$ cat src/core/thp_defines.vh
// constants of the channel 0 payload indicator / send-message port
//
// Contract
// - pin means payload indicator when telecom bus enabled, else send-message command
// - payload indicator sampled on falling edge of telecom transmit clock
// - bus disabled and hdlc mode set: pin is the send-message command
// - command high: latch hdlc byte on each hdlc clock rising edge
// - latched bytes are framed and handed to the frame generator payload
// - command low: data ignored, continuous 0x7E flag octets sent (code still sends a held byte and a requested check trailer first)
`ifndef THP_DEFINES_VH
`define THP_DEFINES_VH
`define THP_FLAG_OCTET  8'h7E
`define THP_CRC16_POLY  32'h00008408
`define THP_CRC32_POLY  32'hEDB88320
`define THP_CRC16_INIT  32'h0000FFFF
`define THP_CRC32_INIT  32'hFFFFFFFF
`define THP_FCS16_LEN   3'h2
`define THP_FCS32_LEN   3'h4
`define THP_ONES_LIMIT  3'h5
`define THP_BIT_LAST    3'h7
`endif

$ cat src/core/thp_sync.v
// two-flop synchroniser for signals from outside the sys_clk domain
`default_nettype none
module thp_sync #(
  parameter W = 1
) (
  input  wire         sys_clk,
  input  wire         srst,
  input  wire [W-1:0] async_in,
  output wire [W-1:0] sync_out
);
  reg [W-1:0] meta_reg;
  reg [W-1:0] sync_reg;

  // first stage feeds only the second
  always @(posedge sys_clk)
  begin
    if (srst)
    begin
      meta_reg <= {W{1'b0}};
      sync_reg <= {W{1'b0}};
    end
    else
    begin
      meta_reg <= async_in;
      sync_reg <= meta_reg;
    end
  end

  assign sync_out = sync_reg;
endmodule // thp_sync
`default_nettype wire

$ cat src/core/thp_port.v
// channel 0 transmit port: telecom payload indicator or hdlc send-message serialiser
`include "thp_defines.vh"
`default_nettype none
module thp_port (
  input  wire       sys_clk,
  input  wire       srst,
  input  wire       telecom_bus_en,
  input  wire       hdlc_mode_en,
  input  wire       crc32_sel,
  input  wire       tx_payload_indicator_in,
  input  wire       telecom_tx_clock,
  input  wire [7:0] telecom_tx_data_bus,
  input  wire       hdlc_tx_clock,
  input  wire [7:0] hdlc_tx_byte_in,
  input  wire       hdlc_append_check_cmd,
  input  wire       payload_bit_req,
  output wire [7:0] telecom_byte_out,
  output wire       telecom_payload_out,
  output wire       telecom_strobe_out,
  output wire       hdlc_bit_out,
  output wire       hdlc_bit_valid_out,
  output wire       hdlc_overrun_out
);
  // -------------------------------------------------------------
  // pin synchronisers
  // -------------------------------------------------------------
  // pin feeds both synchronisers, one copy per role; role is picked after them
  wire [9:0]  tel_s;
  wire [10:0] hd_s;

  thp_sync #(.W(10)) u_tel_sync (
    .sys_clk  (sys_clk),
    .srst     (srst),
    .async_in ({telecom_tx_clock, tx_payload_indicator_in, telecom_tx_data_bus}),
    .sync_out (tel_s)
  );

  thp_sync #(.W(11)) u_hd_sync (
    .sys_clk  (sys_clk),
    .srst     (srst),
    .async_in ({hdlc_tx_clock, tx_payload_indicator_in, hdlc_append_check_cmd,
                hdlc_tx_byte_in}),
    .sync_out (hd_s)
  );

  wire       tel_clk_s     = tel_s[9];
  wire       tel_pl_s      = tel_s[8];
  wire [7:0] tel_data_s    = tel_s[7:0];
  wire       hd_clk_s      = hd_s[10];
  wire       send_msg_s    = hd_s[9];
  wire       append_s      = hd_s[8];
  wire [7:0] hd_data_s     = hd_s[7:0];

  // -------------------------------------------------------------
  // mode select
  // -------------------------------------------------------------
  wire tel_active  = telecom_bus_en;
  wire hdlc_active = ~telecom_bus_en & hdlc_mode_en;

  // -------------------------------------------------------------
  // telecom bus capture
  // -------------------------------------------------------------
  reg       tel_clk_d_reg;
  reg [7:0] tel_byte_reg;
  reg       tel_payload_reg;
  reg       tel_strobe_reg;
  wire      tel_fall = tel_clk_d_reg & ~tel_clk_s;

  always @(posedge sys_clk)
  begin
    if (srst)
    begin
      tel_clk_d_reg   <= 1'b0;
      tel_byte_reg    <= 8'h00;
      tel_payload_reg <= 1'b0;
      tel_strobe_reg  <= 1'b0;
    end
    else
    begin
      tel_clk_d_reg  <= tel_clk_s;
      tel_strobe_reg <= 1'b0;
      if (tel_active && tel_fall)
      begin
        tel_byte_reg    <= tel_data_s;
        // low marks an overhead byte, relied on from the far end
        tel_payload_reg <= tel_pl_s;
        tel_strobe_reg  <= 1'b1;
      end
    end
  end

  // -------------------------------------------------------------
  // hdlc capture and check-sequence request
  // -------------------------------------------------------------
  reg        hd_clk_d_reg;
  reg  [7:0] hold_reg;
  reg        hold_valid_reg;
  reg        overrun_reg;
  reg  [2:0] append_cnt_reg;
  reg        fcs_req_reg;
  wire       hd_rise  = ~hd_clk_d_reg & hd_clk_s;
  wire [2:0] fcs_len  = crc32_sel ? `THP_FCS32_LEN : `THP_FCS16_LEN;
  wire [2:0] append_cnt_next = append_cnt_reg + 3'h1;

  // -------------------------------------------------------------
  // serialiser
  // -------------------------------------------------------------
  reg  [7:0]  shift_reg;
  reg  [2:0]  bit_cnt_reg;
  reg         stuffed_reg;
  reg         is_data_reg;
  reg  [2:0]  ones_reg;
  reg  [31:0] crc_reg;
  reg  [23:0] fcs_shift_reg;
  reg  [2:0]  fcs_left_reg;
  reg         bit_reg;
  reg         bit_valid_reg;

  wire        loading   = (bit_cnt_reg == 3'h0);
  wire        stuff_now = stuffed_reg & (ones_reg == `THP_ONES_LIMIT);
  wire        step      = payload_bit_req & hdlc_active;
  wire        take      = step & ~stuff_now & loading & hold_valid_reg;
  wire [31:0] crc_init  = crc32_sel ? `THP_CRC32_INIT : `THP_CRC16_INIT;
  wire [31:0] crc_poly  = crc32_sel ? `THP_CRC32_POLY : `THP_CRC16_POLY;
  wire [31:0] crc_inv   = ~crc_reg;

  reg  [7:0]  cur_byte;
  reg         cur_stuffed;
  reg         cur_data;

  // next source: held byte, then trailer, else idle flag
  always @*
  begin
    cur_byte    = shift_reg;
    cur_stuffed = stuffed_reg;
    cur_data    = is_data_reg;
    if (loading)
    begin
      if (hold_valid_reg)
      begin
        cur_byte    = hold_reg;
        cur_stuffed = 1'b1;
        cur_data    = 1'b1;
      end
      else if (fcs_left_reg != 3'h0)
      begin
        cur_byte    = fcs_shift_reg[7:0];
        cur_stuffed = 1'b1;
        cur_data    = 1'b0;
      end
      else if (fcs_req_reg)
      begin
        cur_byte    = crc_inv[7:0];
        cur_stuffed = 1'b1;
        cur_data    = 1'b0;
      end
      else
      begin
        cur_byte    = `THP_FLAG_OCTET;
        cur_stuffed = 1'b0;
        cur_data    = 1'b0;
      end
    end
  end

  always @(posedge sys_clk)
  begin
    if (srst)
    begin
      hd_clk_d_reg   <= 1'b0;
      hold_reg       <= 8'h00;
      hold_valid_reg <= 1'b0;
      overrun_reg    <= 1'b0;
      append_cnt_reg <= 3'h0;
      fcs_req_reg    <= 1'b0;
      shift_reg      <= 8'h00;
      bit_cnt_reg    <= 3'h0;
      stuffed_reg    <= 1'b0;
      is_data_reg    <= 1'b0;
      ones_reg       <= 3'h0;
      crc_reg        <= `THP_CRC16_INIT;
      fcs_shift_reg  <= 24'h000000;
      fcs_left_reg   <= 3'h0;
      bit_reg        <= 1'b0;
      bit_valid_reg  <= 1'b0;
    end
    else
    begin
      hd_clk_d_reg  <= hd_clk_s;
      bit_valid_reg <= 1'b0;
      overrun_reg   <= 1'b0;
      if (!hdlc_active)
      begin
        hold_valid_reg <= 1'b0;
        fcs_req_reg    <= 1'b0;
        fcs_left_reg   <= 3'h0;
        bit_cnt_reg    <= 3'h0;
        ones_reg       <= 3'h0;
        stuffed_reg    <= 1'b0;
        crc_reg        <= crc_init;
      end
      else if (step)
      begin
        bit_valid_reg <= 1'b1;
        if (stuff_now)
        begin
          bit_reg  <= 1'b0;
          ones_reg <= 3'h0;
        end
        else
        begin
          bit_reg     <= cur_byte[0];
          shift_reg   <= {1'b0, cur_byte[7:1]};
          bit_cnt_reg <= loading ? `THP_BIT_LAST : bit_cnt_reg - 3'h1;
          stuffed_reg <= cur_stuffed;
          is_data_reg <= cur_data;
          ones_reg    <= (cur_stuffed && cur_byte[0]) ? ones_reg + 3'h1 : 3'h0;
          if (cur_data)
            crc_reg <= (crc_reg >> 1) ^ ((crc_reg[0] ^ cur_byte[0]) ? crc_poly : 32'h0);
          if (loading)
          begin
            if (hold_valid_reg)
              hold_valid_reg <= 1'b0;
            else if (fcs_left_reg != 3'h0)
            begin
              fcs_shift_reg <= {8'h00, fcs_shift_reg[23:8]};
              fcs_left_reg  <= fcs_left_reg - 3'h1;
            end
            else if (fcs_req_reg)
            begin
              fcs_shift_reg <= crc_inv[31:8];
              fcs_left_reg  <= fcs_len - 3'h1;
              fcs_req_reg   <= 1'b0;
              crc_reg       <= crc_init;
            end
          end
        end
      end
      // captures sit after the consumer so a set in the same cycle wins
      if (hdlc_active && hd_rise)
      begin
        if (send_msg_s)
        begin
          hold_reg       <= hd_data_s;
          hold_valid_reg <= 1'b1;
          overrun_reg    <= hold_valid_reg & ~take;
        end
        if (append_s)
        begin
          append_cnt_reg <= append_cnt_next;
          if (append_cnt_next == fcs_len)
            fcs_req_reg <= 1'b1;
        end
        else
          append_cnt_reg <= 3'h0;
      end
    end
  end

  assign telecom_byte_out    = tel_byte_reg;
  assign telecom_payload_out = tel_payload_reg;
  assign telecom_strobe_out  = tel_strobe_reg;
  assign hdlc_bit_out        = bit_reg;
  assign hdlc_bit_valid_out  = bit_valid_reg;
  assign hdlc_overrun_out    = overrun_reg;
endmodule // thp_port
`default_nettype wire

$ cat config.mk
export PLATFORM = sky130hd
export DESIGN_NAME = thp_port
export DESIGN_NICKNAME = d
export VERILOG_FILES = /design/src/core/thp_sync.v /design/src/core/thp_port.v
export VERILOG_INCLUDE_DIRS = /design/src /design/src/core
export SDC_FILE = /design/constraint.sdc
export NUM_CORES = 1
export LEC_CHECK = 0
export BUFFER_PORTS_ARGS = -buffer_cell sky130_fd_sc_hd__buf_2
export CAP_MARGIN = 20
export CORE_MARGIN = 2
export CORE_UTILIZATION = 38
export CTS_CLUSTER_DIAMETER = 150
export DETAILED_ROUTE_END_ITERATION = 16
export MAX_ROUTING_LAYER = met4
export SETUP_SLACK_MARGIN = 0.05
export SYNTH_ARGS = -nofsm -noshare
export SYNTH_HDL_FRONTEND = slang
export SYNTH_SLANG_ARGS = --single-unit
$ cat constraint.sdc
create_clock -name sys_clk -period 5.1 [get_ports sys_clk]
set_clock_uncertainty 0.1 [all_clocks]
set_input_delay 0.765 -clock sys_clk [delete_from_list [all_inputs] [get_ports sys_clk]]
set_output_delay 0.765 -clock sys_clk [all_outputs]
set_load 0.02 [all_outputs]
==> run_results.csv <==
group,metric,value,unit
critical_path,worstPathArrival,2.94,ns
timing,setup_tns,0,ns
detailed_routing,drt_first_pass_iters,5,
floorplan,die_h,128,um
final_layout,final_cell_mix,"142 x dfxtp_1, 83 x nor2_1, 66 x nand2_1, 59 x a21oi_1, 45 x nor2b_1",
global_routing,grt_pass1_vias,4433,
detailed_routing,initialDrtViolationCount,254,
final_layout,final_common_cell,"dfxtp_1",
min_path,hold_depth,1,
synthesis,syn_nets,693,
global_routing,grt_antenna_before_repair,0,
timing,fmax,359,MHz
timing,setup_slack,2.32,ns
cts,cts_root_buf,"clkbuf_16",
power_and_ir_drop,switching_power,0.588,mW
power_and_ir_drop,powerDensity,383,mW/mm^2
floorplan,fp.dieW,128,um
power_and_ir_drop,ir_worst_vdd,0.000217,V
timing,setup_viol_count_final,0,
power_and_ir_drop,internal_power,1.97,mW
cts,numCtsBuffers,17,
flow_run,maxCapViolations,0,
global_routing,grt_overflow,0,
final_layout,drive_gt1_share,14.8,%
cts,cts_sinks,142,
timing,slew_violations,0,
detailed_routing,vias_per_cell,5.34,
power_and_ir_drop,p_seq_share,45.0,%
synthesis,avgSynthCellArea,8.77,sq um
detailed_routing,drt-total-wl,13100,um
min_path,min_to,"u_hd_sync.sync_out[0]$_SDFF_PP0_",
final_layout,n_antenna_cell,0,
floorplan,ioPinCount,39,
final_layout,area_delta_synth_final,15.2,%
critical_path,critical_path_class,"register to register",
critical_path,regToRegSetupSlack,2.32,ns
power_and_ir_drop,power_frac_clock,50.5,%
cts,clockBufferDepth,2,
timing,relSlewSlack,30.8,%
min_path,min_from,"u_hd_sync.meta_reg[0]$_SDFF_PP0_",
timing,worst_slew_pin_slew,1.04,ns
outcome,status,"finished, final reports clean",
synthesis,synth_ff_type,"dfxtp_1",
cts,post_cts_buffers,0,
detailed_routing,antenna_left,0,
timing,fin_crit_sh,54.5,%
power_and_ir_drop,p_leak,2.64,nW
detailed_routing,drc_errors,0,
timing,finalHoldViolCount,0,
synthesis,ys_seq_area_share,49.0,%
final_layout,fin_nets,708,
placement,dp_hpwl,8950,um
critical_path,cp-start-kind,"register",
placement,gp_congestion,0.810,
timing,fin_crit,2.78,ns
cts,holdBufCountCts,0,
synthesis,synth_edf_count,0,
placement,portBuffers,38,
critical_path,crit_path_end_kind,"register",
cts,insertion_delay,0.42,ns
synthesis,async_reset_ff_share,0,%
timing,rsz0062_at_grt,"no",
synthesis,syn-cell-area,0.00580,sq mm
critical_path,reg2reg_to,"crc_reg[20]$_SDFFE_PP0P_",
critical_path,crit_required,5.26,ns
synthesis,synth.distinct_cells,63,
floorplan,fp.coreArea,0.0150,sq mm
global_routing,track_usage,17.2,%
cts,clk_pin_slew,0.06,ns
final_layout,largest_reg_flops,32,
synthesis,synth_seq_cells,142,
power_and_ir_drop,p_comb_share,4.5,%
critical_path,r2r_cells,8,
power_and_ir_drop,sw_frac_of_total,23.0,%
detailed_routing,wl_per_cell,14.9,um
cts,post_cts_resized,0,
global_routing,grt_pass1_wl,21600,um
critical_path,reg2reg_from,"bit_cnt_reg[0]$_SDFFE_PP0P_",
detailed_routing,num_vias,4685,
synthesis,netlist_instances,661,
cts,h-tree-depth,4,
cts,cts_tree,"built",
synthesis,yosys_warnings,0,
min_path,hold_class,"register to register",
critical_path,crit_fanout,13,
floorplan,row_count,45,
floorplan,start_util,38.6,%
placement,pre_cts_ws,1.88,ns
floorplan,dieArea,0.0163,sq mm
global_routing,grt_max_degree,108,
==> worst max-delay path: stages (launching register included) <==
cell     delay [ns]
dfxtp_1        0.32
inv_1          0.08
ha_1           0.24
nor2b_2        0.53
o21a_1         0.45
nand2_1        0.20
a31oi_4        0.42
xor2_1         0.20
o22ai_1        0.09
==> Yosys cell counts (all sizes together), types with 4 or more instances <==
cell	n	area (sq um)
o21ai	27	143
clkbuf	34	128
nor2b	46	290
xor2	10	87.6
o22ai	14	87.6
nand2	67	254
nor3	4	25.0
ha	6	75.1
a311oi	9	78.8
dfxtp	142	2840
or2	10	62.6
nor2	84	318
nand3	39	195
inv	4	15.0
and2	4	25.0
a211oi	23	173
nand2b	6	37.5
mux2i	12	120
a21oi	59	295
buf	12	75.1
nor3b	4	35.0
==> through the flow <==
stage               utilization, %  area [sq um]  hold WS [ns]  cells  power, mW
floorplan                        -          5800         0.314    661       1.26
global placement              40.3          6060         0.317    845       1.29
detailed placement            40.3          6060         0.320    845       1.29
CTS                           44.4          6680         0.335    877       2.58
global route                  44.4          6680         0.352    877       2.65
finish                        44.4          6680         0.333    877       2.56
==> power groups by stage <==
stage	Combinational, mW	Clock, mW	Sequential (mW)
CTS	0.115	1.31	1.15
finish	0.115	1.29	1.15
global placement	0.112	0	1.18
detailed placement	0.115	0	1.18
global route	0.130	1.36	1.16
floorplan	0.0873	0	1.17
==> worst max path at each step <==
stage	start	endpoint	slack, ns
6_report	bit_cnt_reg[0]$_SDFFE_PP0P_	crc_reg[20]$_SDFFE_PP0P_	2.32
5_1_grt	hdlc_mode_en	crc_reg[30]$_SDFFE_PP0P_	2.04
4_1_cts	bit_cnt_reg[0]$_SDFFE_PP0P_	crc_reg[23]$_SDFFE_PP0P_	2.32
3_5_place_dp	hdlc_mode_en	crc_reg[30]$_SDFFE_PP0P_	1.88
3_3_place_gp	hdlc_mode_en	crc_reg[30]$_SDFFE_PP0P_	2.01
2_1_floorplan	hdlc_mode_en	crc_reg[30]$_SDFFE_PP0P_	2.79
==> cell families (layout without fill, tap and decap cells) <==
kind of cell    Yosys count  count (layout)  synth area share [%]
compound gates          156             156                  17.7
xor+xnor                 12              12                  1.81
fa+ha+maj                 6               6                  1.29
buf+inv                  50              78                  3.75
flops                   142             142                  49.0
mux                      14              14                  2.46
simple gates            281             281                  24.0
==> cell type report <==
type	instances	area (sq um)
sequential	142	2840
clock buffer	18	439
timing repair buffer	42	223
multi-input combinational	469	2750
clock inverter	14	181
fill	1407	8350
inverter	4	15.0
tap	188	235
==> metal layers <==
metal	share of wire, %	GRT usage, %	vias to the layer above
met5	0	-	-
met4	2.9	9.24	0
met3	5.2	4.61	30
met2	45	26.0	132
met1	47	21.0	2187
li1	-	-	2336
No activity file was read; power rests on OpenSTA's default activity.
